## src/design/gwt_defs.vh

```
`ifndef GWT_DEFS_VH
`define GWT_DEFS_VH
// register byte offsets
`define GWT_OFF_TRIG 8'h00
`define GWT_OFF_STAT 8'h04
`define GWT_OFF_MODE 8'h08
`define GWT_OFF_EDGE 8'h0C
`define GWT_OFF_CDR 8'h10
`define GWT_OFF_CNT 8'h14
`define GWT_OFF_IRQ 8'h18
// trigger register bits
`define GWT_BIT_START 0
`define GWT_BIT_STOP 1
// mode register fields
`define GWT_MODE_W 16
`define GWT_CKS_HI 15
`define GWT_CKS_LO 14
`define GWT_MD_HI 4
`define GWT_MD_LO 1
`define GWT_MD_GATE 4'b1100
`define GWT_MD_PERIOD 4'b1101
`define GWT_TIS_LOW 2'b10
`define GWT_TIS_HIGH 2'b11
// reset values
`define GWT_MODE_RST 16'h0000
`define GWT_EDGE_RST 2'b00
`define GWT_CDR_RST 32'hFFFF_FFFF
`define GWT_CNT_RST 32'h0000_0000
`define GWT_ALL_ONES 32'hFFFF_FFFF
`define GWT_ZERO 32'h0000_0000
`define GWT_ONE 32'h0000_0001
// axi responses
`define GWT_RESP_OKAY 2'b00
`define GWT_RESP_SLVERR 2'b10
`endif

```

## src/design/gwt_timer.v

```verilog
// The address map and the AXI4-Lite slave port were left to the implementer.
`timescale 1ns/100ps
`include "gwt_defs.vh"
//
// Contract
// start write sets enable status
// start and stop bits self-clear
// stop write clears enable, halts counter
// stopped counter keeps its value
// pin edges ignored while stopped
// period mode restart counts from zero
// gate mode: start edge loads all ones
// stop edge holds; next start resumes
// zero reached: interrupt, reload, continue
// software writes all ones to compare
// code 10 measures low time
// code 11 measures high time
// software never restarts running gate mode
// clock select picks one of four
// software sets count clock select 00
// software writes gate mode 1100
// software writes trigger source 010
// software clears start interrupt bit
// software zeroes overflow control, main/sub
// software keeps rewrite bits zero
// output pin not driven by counting
// counter readable any time
// pin sampled on operating clock edges
//
module gwt_timer (
    input wire CORE_CLK_I,
    input wire ARST_N_I,
    input wire [3:0] PRESCALED_TICK_I,
    input wire TRIGGER_INPUT_PIN_I,
    input wire DIRECT_OUT_LEVEL_I,
    input wire [7:0] S_AXI_AWADDR_I,
    input wire S_AXI_AWVALID_I,
    output reg S_AXI_AWREADY_O,
    input wire [31:0] S_AXI_WDATA_I,
    input wire [3:0] S_AXI_WSTRB_I,
    input wire S_AXI_WVALID_I,
    output reg S_AXI_WREADY_O,
    output reg [1:0] S_AXI_BRESP_O,
    output reg S_AXI_BVALID_O,
    input wire S_AXI_BREADY_I,
    input wire [7:0] S_AXI_ARADDR_I,
    input wire S_AXI_ARVALID_I,
    output reg S_AXI_ARREADY_O,
    output reg [31:0] S_AXI_RDATA_O,
    output reg [1:0] S_AXI_RRESP_O,
    output reg S_AXI_RVALID_O,
    input wire S_AXI_RREADY_I,
    output reg CHANNEL_INTERRUPT_O,
    output reg CHANNEL_OUTPUT_PIN_O
);
    // ----------------------------------------
    // state
    // ----------------------------------------
    reg [15:0] mode_r; // channel_mode_control
    reg [1:0] edge_sel_r; // edge_select_field
    reg [31:0] cdr_r; // compare_data_register
    reg [31:0] cnt_r; // channel_counter
    reg enable_r; // enable_status_bit
    reg gate_open_r; // gate currently counting
    reg started_r; // first start edge seen since enable
    reg [31:0] irq_count_r; // count of gate-mode zero-reload interrupts, for software; period-mode stop interrupts are not counted
    reg [7:0] aw_addr_r; // latched write address
    reg aw_have_r; // write address held
    reg [31:0] w_data_r; // latched write data
    reg [3:0] w_strb_r; // latched strobes
    reg w_have_r; // write data held
    wire tick; // operating clock tick
    wire rise; // sampled rising edge
    wire fall; // sampled falling edge
    wire [3:0] md; // operating_mode_field
    wire gate_mode; // gated width mode selected
    wire period_mode; // period measurement mode selected
    wire start_edge; // gate opening edge
    wire stop_edge; // gate closing edge
    wire wr_fire; // write commits this cycle
    wire start_wr; // start_trigger_bit written as 1
    wire stop_wr; // stop_trigger_bit written as 1

    // ----------------------------------------
    // mode decode
    // ----------------------------------------
    assign md = mode_r[`GWT_MD_HI:`GWT_MD_LO];
    assign gate_mode = (md == `GWT_MD_GATE);
    assign period_mode = (md == `GWT_MD_PERIOD);

    // registered select: a clock-select change never yields a half tick
    gwt_clk_sel u_clk_sel (
        .CLK_I(CORE_CLK_I),
        .ARST_N_I(ARST_N_I),
        .TICKS_I(PRESCALED_TICK_I),
        .SEL_I(mode_r[`GWT_CKS_HI:`GWT_CKS_LO]),
        .TICK_O(tick)
    );

    // pin seen only on the selected tick, so pulses shorter than a tick may be lost
    gwt_edge_detect u_edge (
        .CLK_I(CORE_CLK_I),
        .ARST_N_I(ARST_N_I),
        .TICK_I(tick),
        .PIN_I(TRIGGER_INPUT_PIN_I),
        .RISE_O(rise),
        .FALL_O(fall)
    );

    // ----------------------------------------
    // gate edge routing
    // ----------------------------------------
    // high time: rise opens, fall closes; low time: the reverse
    assign start_edge = (edge_sel_r == `GWT_TIS_HIGH) ? rise :
                        (edge_sel_r == `GWT_TIS_LOW) ? fall : 1'b0;
    assign stop_edge = (edge_sel_r == `GWT_TIS_HIGH) ? fall :
                       (edge_sel_r == `GWT_TIS_LOW) ? rise : 1'b0;

    // ----------------------------------------
    // axi4-lite write path
    // ----------------------------------------
    assign wr_fire = aw_have_r & w_have_r & ~S_AXI_BVALID_O;
    // trigger register holds nothing: writes only pulse
    assign start_wr = wr_fire & (aw_addr_r == `GWT_OFF_TRIG) & w_strb_r[0] &
                      w_data_r[`GWT_BIT_START];
    assign stop_wr = wr_fire & (aw_addr_r == `GWT_OFF_TRIG) & w_strb_r[0] &
                     w_data_r[`GWT_BIT_STOP];

    // address and data are accepted independently, response after both
    always @(posedge CORE_CLK_I or negedge ARST_N_I) begin
        if (!ARST_N_I) begin
            S_AXI_AWREADY_O <= 1'b0;
            S_AXI_WREADY_O <= 1'b0;
            S_AXI_BVALID_O <= 1'b0;
            S_AXI_BRESP_O <= `GWT_RESP_OKAY;
            aw_addr_r <= 8'h00;
            aw_have_r <= 1'b0;
            w_data_r <= `GWT_ZERO;
            w_strb_r <= 4'h0;
            w_have_r <= 1'b0;
        end else begin
            S_AXI_AWREADY_O <= ~aw_have_r & ~S_AXI_AWREADY_O & S_AXI_AWVALID_I;
            S_AXI_WREADY_O <= ~w_have_r & ~S_AXI_WREADY_O & S_AXI_WVALID_I;
            if (S_AXI_AWVALID_I && S_AXI_AWREADY_O) begin
                aw_addr_r <= S_AXI_AWADDR_I;
                aw_have_r <= 1'b1;
            end
            if (S_AXI_WVALID_I && S_AXI_WREADY_O) begin
                w_data_r <= S_AXI_WDATA_I;
                w_strb_r <= S_AXI_WSTRB_I;
                w_have_r <= 1'b1;
            end
            if (wr_fire) begin
                aw_have_r <= 1'b0;
                w_have_r <= 1'b0;
                S_AXI_BVALID_O <= 1'b1;
                // counter and status are read-only; unmapped gets slverr
                case (aw_addr_r)
                    `GWT_OFF_TRIG, `GWT_OFF_MODE, `GWT_OFF_EDGE, `GWT_OFF_CDR: begin
                        S_AXI_BRESP_O <= `GWT_RESP_OKAY;
                    end
                    `GWT_OFF_STAT, `GWT_OFF_CNT, `GWT_OFF_IRQ: begin
                        S_AXI_BRESP_O <= `GWT_RESP_OKAY;
                    end
                    default: begin
                        S_AXI_BRESP_O <= `GWT_RESP_SLVERR;
                    end
                endcase
            end else if (S_AXI_BVALID_O && S_AXI_BREADY_I) begin
                S_AXI_BVALID_O <= 1'b0;
            end
        end
    end

    // ----------------------------------------
    // configuration registers
    // ----------------------------------------
    always @(posedge CORE_CLK_I or negedge ARST_N_I) begin
        if (!ARST_N_I) begin
            mode_r <= `GWT_MODE_RST;
            edge_sel_r <= `GWT_EDGE_RST;
            cdr_r <= `GWT_CDR_RST;
        end else if (wr_fire) begin
            if (aw_addr_r == `GWT_OFF_MODE) begin
                if (w_strb_r[0]) mode_r[7:0] <= w_data_r[7:0];
                if (w_strb_r[1]) mode_r[15:8] <= w_data_r[15:8];
            end
            if (aw_addr_r == `GWT_OFF_EDGE && w_strb_r[0]) begin
                edge_sel_r <= w_data_r[1:0];
            end
            if (aw_addr_r == `GWT_OFF_CDR) begin
                if (w_strb_r[0]) cdr_r[7:0] <= w_data_r[7:0];
                if (w_strb_r[1]) cdr_r[15:8] <= w_data_r[15:8];
                if (w_strb_r[2]) cdr_r[23:16] <= w_data_r[23:16];
                if (w_strb_r[3]) cdr_r[31:24] <= w_data_r[31:24];
            end
        end
    end

    // ----------------------------------------
    // channel counting
    // ----------------------------------------
    always @(posedge CORE_CLK_I or negedge ARST_N_I) begin
        if (!ARST_N_I) begin
            enable_r <= 1'b0;
            gate_open_r <= 1'b0;
            started_r <= 1'b0;
            cnt_r <= `GWT_CNT_RST;
            irq_count_r <= `GWT_ZERO;
            CHANNEL_INTERRUPT_O <= 1'b0;
        end else begin
            CHANNEL_INTERRUPT_O <= 1'b0;
            if (stop_wr) begin
                // stop wins over a simultaneous start; value kept
                enable_r <= 1'b0;
                gate_open_r <= 1'b0;
            end else if (start_wr) begin
                enable_r <= 1'b1;
                gate_open_r <= 1'b0;
                started_r <= 1'b0;
                if (period_mode) begin
                    cnt_r <= `GWT_ZERO; // restart from zero
                end
            end else if (enable_r) begin
                // edges reach here only while enabled
                if (gate_mode) begin
                    if (start_edge && !gate_open_r) begin
                        gate_open_r <= 1'b1;
                        started_r <= 1'b1;
                        if (!started_r) begin
                            cnt_r <= cdr_r; // first start loads cdr_r, set to all ones by software
                        end
                        // later starts resume from held value
                    end else if (stop_edge && gate_open_r) begin
                        gate_open_r <= 1'b0; // hold value
                    end else if (gate_open_r && tick) begin
                        if (cnt_r == `GWT_ZERO) begin
                            CHANNEL_INTERRUPT_O <= 1'b1;
                            irq_count_r <= irq_count_r + `GWT_ONE;
                            cnt_r <= cdr_r; // reload and keep going
                        end else begin
                            cnt_r <= cnt_r - `GWT_ONE;
                        end
                    end
                end else if (period_mode) begin
                    // simplified up-count while gate is open
                    if (start_edge) begin
                        gate_open_r <= 1'b1;
                    end else if (stop_edge) begin
                        gate_open_r <= 1'b0;
                        CHANNEL_INTERRUPT_O <= 1'b1;
                    end else if (gate_open_r && tick) begin
                        cnt_r <= cnt_r + `GWT_ONE;
                    end
                end
            end
        end
    end

    // ----------------------------------------
    // output pin always follows the direct level
    // ----------------------------------------
    always @(posedge CORE_CLK_I or negedge ARST_N_I) begin
        if (!ARST_N_I) begin
            CHANNEL_OUTPUT_PIN_O <= 1'b0;
        end else begin
            CHANNEL_OUTPUT_PIN_O <= DIRECT_OUT_LEVEL_I; // not from counting
        end
    end

    // ----------------------------------------
    // axi4-lite read path
    // ----------------------------------------
    always @(posedge CORE_CLK_I or negedge ARST_N_I) begin
        if (!ARST_N_I) begin
            S_AXI_ARREADY_O <= 1'b0;
            S_AXI_RVALID_O <= 1'b0;
            S_AXI_RDATA_O <= `GWT_ZERO;
            S_AXI_RRESP_O <= `GWT_RESP_OKAY;
        end else begin
            // reads have no side effect, so software may poll the counter mid-count
            S_AXI_ARREADY_O <= ~S_AXI_ARREADY_O & ~S_AXI_RVALID_O & S_AXI_ARVALID_I;
            if (S_AXI_ARVALID_I && S_AXI_ARREADY_O) begin
                S_AXI_RVALID_O <= 1'b1;
                S_AXI_RRESP_O <= `GWT_RESP_OKAY;
                case (S_AXI_ARADDR_I)
                    `GWT_OFF_TRIG: S_AXI_RDATA_O <= `GWT_ZERO; // triggers read 0
                    `GWT_OFF_STAT: S_AXI_RDATA_O <= {29'h000_0000, started_r,
                                                     gate_open_r, enable_r};
                    `GWT_OFF_MODE: S_AXI_RDATA_O <= {16'h0000, mode_r};
                    `GWT_OFF_EDGE: S_AXI_RDATA_O <= {30'h000_0000, edge_sel_r};
                    `GWT_OFF_CDR: S_AXI_RDATA_O <= cdr_r;
                    `GWT_OFF_CNT: S_AXI_RDATA_O <= cnt_r; // no side effect
                    `GWT_OFF_IRQ: S_AXI_RDATA_O <= irq_count_r;
                    default: begin
                        S_AXI_RDATA_O <= `GWT_ZERO;
                        S_AXI_RRESP_O <= `GWT_RESP_SLVERR;
                    end
                endcase
            end else if (S_AXI_RVALID_O && S_AXI_RREADY_I) begin
                S_AXI_RVALID_O <= 1'b0;
            end
        end
    end
endmodule

```

## src/design/gwt_edge_detect.v

```verilog
`timescale 1ns/100ps
`include "gwt_defs.vh"
// samples the gate pin on the operating tick and flags edges
module gwt_edge_detect (
    input wire CLK_I,
    input wire ARST_N_I,
    input wire TICK_I,
    input wire PIN_I,
    output reg RISE_O,
    output reg FALL_O
);
    reg samp_r; // current sample
    reg prev_r; // previous sample
    // ----------------------------------------
    // sample and compare successive values
    // ----------------------------------------
    always @(posedge CLK_I or negedge ARST_N_I) begin
        if (!ARST_N_I) begin
            samp_r <= 1'b0;
            prev_r <= 1'b0;
            RISE_O <= 1'b0;
            FALL_O <= 1'b0;
        end else begin
            RISE_O <= 1'b0;
            FALL_O <= 1'b0;
            if (TICK_I) begin
                // edges only seen at operating clock rate
                samp_r <= PIN_I;
                prev_r <= samp_r;
                RISE_O <= samp_r & ~prev_r;
                FALL_O <= ~samp_r & prev_r;
            end
        end
    end
endmodule

```

## src/design/gwt_clk_sel.v

```verilog
`timescale 1ns/100ps
`include "gwt_defs.vh"
// picks one of four prescaled tick enables
module gwt_clk_sel (
    input wire CLK_I,
    input wire ARST_N_I,
    input wire [3:0] TICKS_I,
    input wire [1:0] SEL_I,
    output reg TICK_O
);
    // ----------------------------------------
    // registered mux keeps the tick glitch-free
    // ----------------------------------------
    always @(posedge CLK_I or negedge ARST_N_I) begin
        if (!ARST_N_I) begin
            TICK_O <= 1'b0;
        end else begin
            TICK_O <= TICKS_I[SEL_I]; // code n picks clock n
        end
    end
endmodule

```

## config.mk

```make
export PLATFORM = sky130hd
export DESIGN_NAME = gwt_timer
export DESIGN_NICKNAME = d
export VERILOG_FILES = /design/src/design/gwt_timer.v /design/src/design/gwt_edge_detect.v /design/src/design/gwt_clk_sel.v
export VERILOG_INCLUDE_DIRS = /design/src /design/src/design
export SDC_FILE = /design/constraint.sdc
export NUM_CORES = 1
export LEC_CHECK = 0
export ABC_CLOCK_PERIOD_IN_PS = 6300
export BUFFER_PORTS_ARGS = -buffer_cell sky130_fd_sc_hd__buf_2
export CAP_MARGIN = 20
export CORE_ASPECT_RATIO = 0.9
export CORE_MARGIN = 2
export CORE_UTILIZATION = 50
export DETAILED_ROUTE_END_ITERATION = 10
export PLACE_DENSITY = 0.76
export SETUP_SLACK_MARGIN = 0.5
export SLEW_MARGIN = 0
export SYNTH_ARGS = -nofsm -noshare
export SYNTH_HDL_FRONTEND = slang
export SYNTH_HIERARCHICAL = 1
export SYNTH_SLANG_ARGS = --single-unit
```

## constraint.sdc

```tcl
create_clock -name CORE_CLK_I -period 6.3 [get_ports CORE_CLK_I]
set_input_delay 0.945 -clock CORE_CLK_I [delete_from_list [all_inputs] [get_ports CORE_CLK_I]]
set_output_delay 0.945 -clock CORE_CLK_I [all_outputs]
set_load 0.01 [all_outputs]
```

==> metrics.md, run 1 <==
| Metric | Value |
|---|---|
| Place WS | roughly 3000 ps |
| Prevailing post-synth register cell | dfrtp_1 |
| Critical Path Most Common Cell | nor4_1 |
| Number of buffers and inverters on the critical path | 0 |
| Total vias in the final route | 8633 |
| PortBufs | around 110 |
| Number of stages on the worst setup path | 7 |
| Worst VDD drop | between 0.0002 and 0.00025 V |
| Setup crit start kind | flip-flop |
| CTS max path bufs | 3 |
| Slew Limit Fails | 0 |
| Status | finished clean |
| Post-CTS setup buffer count | 0 |
| TritonCTS clock tree | built |
| Critical Path, Cell by Cell | or4_1, nor4_1, or2_2, nor3_2, nor2_2, nor4_1, a221o_1 |
| Register area share after synthesis | 48.69% |
| CP Launch Point | aw_addr_r[0]$_DFFE_PN0P_ |
| Yosys cell types | 80 |
| Layout cells sized above 1 | a little under a third |
| Fraction of the cycle the final worst path needs | between 50% and 60% |
| Setup-failing EPs final | 0 |
| CP Max Fanout | 25 |
| GRT Overall Usage | 24.31% |
| Clock Sinks | around 210 |
| Number of I/O pins | between 100 and 150 |
| Vias in the first global route | approximately 8300 |
| #FFs+latches synth | roughly 210 |
| Clock transition at path regs | around 60 ps |
| First-pass GRT wire length | between 40000 and 50000 microns |
| RSZ-0062 raised after global routing | no |
| Iter 0 DRT Violations | 906 |
| Initial Utilization | just over 50% |
| ANT cells | 0 |
| Synthesized area per cell | ~10 sq um |
| Critical path's slowest cell | nor2_2 |
| Area growth from synthesis to layout | 14.83% |
| Worst setup EP type | flip-flop |
| Critical path's top delay family | simple AND/OR/NAND/NOR gates |
| Cts repair resizes | 0 |
| Via/cell ratio | between 6 and 7 |
| DRC Markers | 0 |
| Largest area contributor in the netlist | dfrtp_1 |
| Total core area | 0.02144 sq mm |
| DIE AREA | between 0.02 and 0.025 sq mm |
| Share of the synthesized area in the top cell type | 40.92% |
| Cts hold-fix bufs | 0 |
| Mapped Cells | roughly 1000 |
| Post-synth EDFFs | 0 |
| Fin. Hold Viols | 0 |
| Worst-Margin Slew | 1045 ps |
| Worst hold path class | flip-flop to flip-flop |
| Slew HR | between 30 and 40% |
| Routed WL | between 20000 and 30000 microns |
| Worst EP required | about 6700 ps |
| Row count | 51 |
| Commonest cells post-synth | dfrtp_1 (177), mux2_2 (128), nand2_1 (110), o21ai_0 (74), nor2_1 (64) |
| Worst Hold Launch | S_AXI_RVALID_O$_DFFE_PN0P_ |
| FMAX | 299.3 MHz |
| Dpl hpwl | around 18000 microns |
| Worst R2R End | cnt_r[9]$_DFFE_PN0P_ |
| Worst stage delay on the critical path | roughly 840 ps |
| Grt ovf | 0 |
| Worst Hold Path EP | S_AXI_ARREADY_O$_DFF_PN0_ |
| CP Class | flip-flop to flip-flop |
| PnR worst setup slack | approximately 3000 ps |
| P_leak | 0.005553 uW |
| Synth async-reset ratio | 100.0% |
| Avg WL per Cell | ~20 microns |
| R2R setup slack | 2960 ps |
| Cts bufs inserted | 24 |
| Setup TNS | 0 ps |
| Count leader, synth | dfrtp_1 |
| Root buffer cell | clkbuf_16 |
| Initial antenna violation count | 0 |
| Clock Skew | 9.800 ps |
| Fin crit period | around 3300 ps |
| DRT Pass-1 Iters | 7 |
| Synth area leaders | dfrtp_1 (41%), mux2_2 (13%), dfstp_2 (7.8%) |
| Worst Hold Margin | roughly 440 ps |
| Die Y | ~140 microns |
| Max cap viols | 0 |
| Cell Pwr Density | 291.8 mW/mm^2 |
| Synth warn | 6 |
| Worst reg2reg path depth | 7 |
| Largest net degree at the start of global routing | approximately 120 |
| # fillers | 1840 |
| Area of the multi-input gates | around 0.0053 sq mm |
| WP data arrival | 3740 ps |
| Routability cong. | a little over 0.9 |
| Latest clock arrival within the worst-skew pair | around 510 ps |
| CTS H-tree depth | 1 |
| Die width | 159.1 microns |
| Final core occ | between 50% and 60% |
| Syn Std Cell Area | ~0.011 sq mm |
| Hold depth | 1 |
| Antenna Violating Nets Remaining | 0 |
| R2R Path Start | aw_addr_r[0]$_DFFE_PN0P_ |
| Register Area | 0.005270 sq mm |
| Nets@finish | about 1200 |
-- registers in the layout, indices dropped and copies added (netlist names), 2 cells and up --
signal,flops
S_AXI_RDATA_O,32
cdr_r,32
cnt_r,32
irq_count_r,32
w_data_r,32
mode_r,16
aw_addr_r,8
w_strb_r,4
edge_sel_r,2
-- power by group --
part	internal, uW	switching (uW)
Sequential	1560	172
Combinational	221	161
Clock	959	550
Total	2740	883
-- cell type report --
| type | count | share of cell area (%) |
|---|---|---|
| Sequential cell | 209 | 42.40 |
| Inverter | 12 | 0.3624 |
| Tap cell | 291 | 2.929 |
| Multi-Input combinational cell | 746 | 42.30 |
| Clock inverter | 9 | 1.228 |
| Timing Repair Buffer | 115 | 4.963 |
| Clock buffer | 35 | 5.818 |
-- placed cells by master, fill, tap and decap left out, drive strengths merged, types with 3 or more instances in the layout --
cell type | netlist | routed
nor2b | 3 | 3
a31oi | 9 | 9
o211ai | 15 | 15
nand3b | 3 | 3
and4 | 6 | 6
clkinvlp | 0 | 3
nor3b | 12 | 12
and3b | 3 | 3
and3 | 18 | 18
a41oi | 3 | 3
or2 | 5 | 5
o221ai | 3 | 3
a222oi | 13 | 13
nor4 | 11 | 11
a21oi | 29 | 29
ha | 4 | 4
mux2 | 128 | 128
mux2i | 5 | 5
nand4 | 18 | 18
buf | 10 | 114
o21ai | 78 | 78
or3 | 10 | 10
xnor2 | 31 | 31
nor3 | 25 | 25
bufinv | 0 | 4
clkbuf | 61 | 36
inv | 12 | 12
dfstp | 32 | 32
nand2 | 110 | 110
nor2 | 64 | 64
or4 | 15 | 15
xor2 | 20 | 20
dfrtp | 177 | 177
nand3 | 25 | 25
nor4b | 5 | 5
nand4b | 5 | 5
a22oi | 18 | 18
o311ai | 4 | 4
o22ai | 4 | 4
a221o | 5 | 5
-- layer usage --
| metal | vias up | wire (microns) | track usage, % |
|---|---|---|---|
| li1 | 3955 | - | - |
| met1 | 4211 | 12240 | 34.92 |
| met2 | 408 | 12390 | 37.39 |
| met3 | 59 | 2437 | 4.675 |
| met4 | 0 | 735 | 7.751 |
| met5 | - | 0 | 0 |
-- cell families after synthesis --
group,share of synthesized area (%)
buf+inv,3.086
other cells,0.03464
flops,48.69
mux,13.99
compound gates,12.67
fa+ha+maj,0.4624
xor+xnor,4.127
simple gates,16.95
-- worst max-delay path by stage --
stage                     slack, ps                     endpoint
after floorplan                3660        cnt_r[30]$_DFFE_PN0P_
after global placement         3080         cnt_r[9]$_DFFE_PN0P_
after detailed placement       3040         cnt_r[9]$_DFFE_PN0P_
after CTS                      3010         cnt_r[9]$_DFFE_PN0P_
after global routing           2730  irq_count_r[11]$_DFFE_PN0P_
final                          2960         cnt_r[9]$_DFFE_PN0P_
-- worst reg2reg max path, cell delays in order (launching register included) --
cell	delay, ps
dfrtp_1	370
or4_1	630
nor4_1	580
or2_2	270
nor3_2	120
nor2_2	840
nor4_1	120
a221o_1	300
-- through the flow --
step	area, sq um	std cells	total power (uW)
floorplan	10830	1038	1971
global placement	11540	1372	2117
detailed placement	11540	1372	2146
CTS	12410	1416	3663
global route	12430	1417	3784
finish	12430	1417	3627
(Power assumes the default switching activity.)
==> inputs of run 2 (changes only) <==
- ABC_AREA: unset -> 1
- ABC_CLOCK_PERIOD_IN_PS: 6300 -> 2850
- PLACE_DENSITY: 0.76 -> 0.78
- clock period: 6.3 -> 2.85 ns (I/O delays scaled with it)
==> metrics.md, run 2 <==
| Metric | Value |
|---|---|
| Hold depth | 2 |
| Non-Filler Instances | just over 2000 |
| Synth warn | 6 |
| TritonCTS clock tree | built |
| Fin. Hold Viols | 0 |
| Syn Std Cell Area | 0.01239 sq mm |
| Synth area leaders | dfrtp_1 (36%), nand2_1 (16%), dfstp_2 (6.8%) |
| Count leader, synth | nand2_1 |
| RSZ-0062 raised after global routing | no |
| Worst EP required | 3250 ps |
| Row count | 54 |
| Avg WL per Cell | 19.45 microns |
| Iter 0 DRT Violations | 1102 |
| Routability cong. | 1.066 |
| Fin area | roughly 0.014 sq mm |
| Layout cells sized above 1 | approximately 18% |
| Most frequent cells in the layout | nand2_1 (526), dfrtp_1 (176), inv_1 (151) |
| Worst VDD drop | between 0.0005 and 0.0006 V |
| Latest clock arrival within the worst-skew pair | approximately 540 ps |
| WP data arrival | 2620 ps |
| Worst R2R End | cnt_r[0]$_DFFE_PN0P_ |
| Prevailing post-synth register cell | dfrtp_1 |
| Number of I/O pins | approximately 110 |
| DRC Markers | 0 |
| DIE AREA | roughly 0.026 sq mm |
| Total vias in the final route | approximately 12000 |
| Clock transition at path regs | about 70 ps |
| Initial antenna violation count | 1 |
| Area growth from synthesis to layout | 13.16% |
| Grt ovf | 0 |
| Share of the synthesized area in the top cell type | 35.75% |
| Status | finished clean |
| CP Class | flip-flop to flip-flop |
| Worst reg2reg path depth | 12 |
| PortBufs | between 100 and 150 |
| Nets@finish | roughly 1800 |
| Dpl hpwl | 29800 microns |
| Worst-Margin Slew | roughly 600 ps |
| Slew HR | around three fifths |
| Clock Sinks | 209 |
| Setup-failing EPs final | 0 |
| Cell Pwr Density | 575.2 mW/mm^2 |
| Die Y | around 150 microns |
| Cts bufs inserted | 23 |
| Post-synth EDFFs | 0 |
| Slew Limit Fails | 0 |
| P_leak | about 0.0067 uW |
| Mapped Cells | around 1600 |
| Routed WL | between 40000 and 50000 microns |
| DRT Pass-1 Iters | 6 |
| PnR worst setup slack | approximately 630 ps |
| Antenna Violating Nets Remaining | 0 |
| CTS H-tree depth | 1 |
| R2R setup slack | 630 ps |
| Root buffer cell | clkbuf_16 |
| Worst Hold Margin | 75.12 ps |
| Synthesized area per cell | approximately 7.6 sq um |
| #FFs+latches synth | 209 |
| Worst Hold Path EP | S_AXI_BVALID_O$_DFFE_PN0P_ |
| Worst Hold Launch | S_AXI_BREADY_I |
| First-pass GRT wire length | about 62000 microns |
| CTS max path bufs | 3 |
| Largest net degree at the start of global routing | 72 |
| Largest area contributor in the netlist | dfrtp_1 |
| Synth async-reset ratio | 100.0% |
| Fin crit period | between 2000 and 2500 ps |
| Setup crit start kind | flip-flop |
| R2R Path Start | cnt_r[0]$_DFFE_PN0P_ |
| Initial Utilization | 50.93% |
| Register area share after synthesis | a little over two fifths |
| Post-Place Cells | around 2000 |
| Total core area | between 0.02 and 0.025 sq mm |
| Place WS | between 400 and 500 ps |
| Clock Skew | between 15 and 20 ps |
| Die width | 169.9 microns |
| GRT Overall Usage | approximately 31% |
| Commonest cells post-synth | nand2_1 (526), dfrtp_1 (177), inv_1 (153), o21ai_0 (143), nor2_1 (108) |
| Fraction of the cycle the final worst path needs | 77.81% |
| DP Area | 0.01300 sq mm |
| Most common cell after layout, fill and taps aside | nand2_1 |
| Yosys cell types | 51 |
| Via/cell ratio | 5.605 |
| Max cap viols | 0 |
| Worst hold path class | input pin to flip-flop |
| FMAX | approximately 450 MHz |
| CP Max Fanout | 13 |
| Worst setup EP type | flip-flop |
| Vias in the first global route | between 10000 and 15000 |
| Setup TNS | 0 ps |
## run 2: cell count changes in the layout (fill, tap and decap cells not counted), moves of 19 or more
cell / change
nor2_1: +42
nor2_4: +28
o21ai_0: +69
mux2_2: -128
o21ai_1: +21
a21oi_1: +19
nand3_1: +76
nand2_1: +416
inv_1: +139
xor2_1: +31
buf_4: +21
xnor2_1: -27
## run 2: metrics by stage
stage	utilization (%)	total power, uW
2_1_floorplan	-	4517
3_3_place_gp	53.45	4924
3_5_place_dp	53.45	4988
4_1_cts	56.72	8088
5_1_grt	57.63	8464
6_report	57.63	8063
## run 2: how the worst max path moves through the flow
stage | startpoint | to | cells past startpoint
after floorplan | cnt_r[0]$_DFFE_PN0P_ | cnt_r[6]$_DFFE_PN0P_ | 14
after global placement | cnt_r[1]$_DFFE_PN0P_ | irq_count_r[25]$_DFFE_PN0P_ | 12
after detailed placement | cnt_r[0]$_DFFE_PN0P_ | irq_count_r[25]$_DFFE_PN0P_ | 12
after CTS | cnt_r[0]$_DFFE_PN0P_ | irq_count_r[21]$_DFFE_PN0P_ | 13
after global routing | cnt_r[0]$_DFFE_PN0P_ | cnt_r[0]$_DFFE_PN0P_ | 12
final | cnt_r[0]$_DFFE_PN0P_ | cnt_r[0]$_DFFE_PN0P_ | 12
## run 2: worst max-delay path, cell delays in order (launching register included)
cell     delay (ps)
dfrtp_1         420
inv_2           120
ha_1            230
nand2_1          70
nor2_1          120
nand2_2          70
nor2_2          170
nand2_4         140
nand2_8         180
nand2_1         160
or2_0           230
nand3_1          80
o21ai_0          80
## run 2: cell families after synthesis
kind of cell,count (synthesis),share of synthesized area (%)
DFF,209,42.54
and+or+nand+nor,867,31.71
buffers and inverters,242,9.383
other,1,0.03027
adders and majority gates,4,0.4040
xor gates and xnor gates,64,5.070
AOI/OAI and AO/OA,253,10.86
## run 2: layout make-up
| type | instances | area (sq um) |
|---|---|---|
| Fill cell | 2298 | 10300 |
| Multi-Input combinational cell | 1192 | 6011 |
| Sequential cell | 209 | 5271 |
| Timing Repair Buffer | 142 | 879.6 |
| Inverter | 177 | 695.7 |
| Clock buffer | 31 | 635.6 |
| Tap cell | 308 | 385.4 |
| Clock inverter | 11 | 137.6 |
| Antenna cell | 1 | 2.502 |
## run 2: routing by layer
layer,GRT usage [%],share of wire (%),vias up
met5,0,0,-
met4,10.58,3.4,0
met3,5.904,8.9,75
met2,46.49,43,551
met1,45.60,45,5515
li1,-,-,5467
## run 2: timing repair
action	CTS	global route
pin swaps	0	5
gates resized for setup	1	12
hold buffers	2	0
buffers inserted	0	17
endpoints found under the setup margin	5	51
cloned	0	2
endpoints found under the hold margin	60	0
## run 2: report_power, final
part	internal [uW]	switching [uW]
combinational	357	762
clock	1770	1290
sequential	3540	344
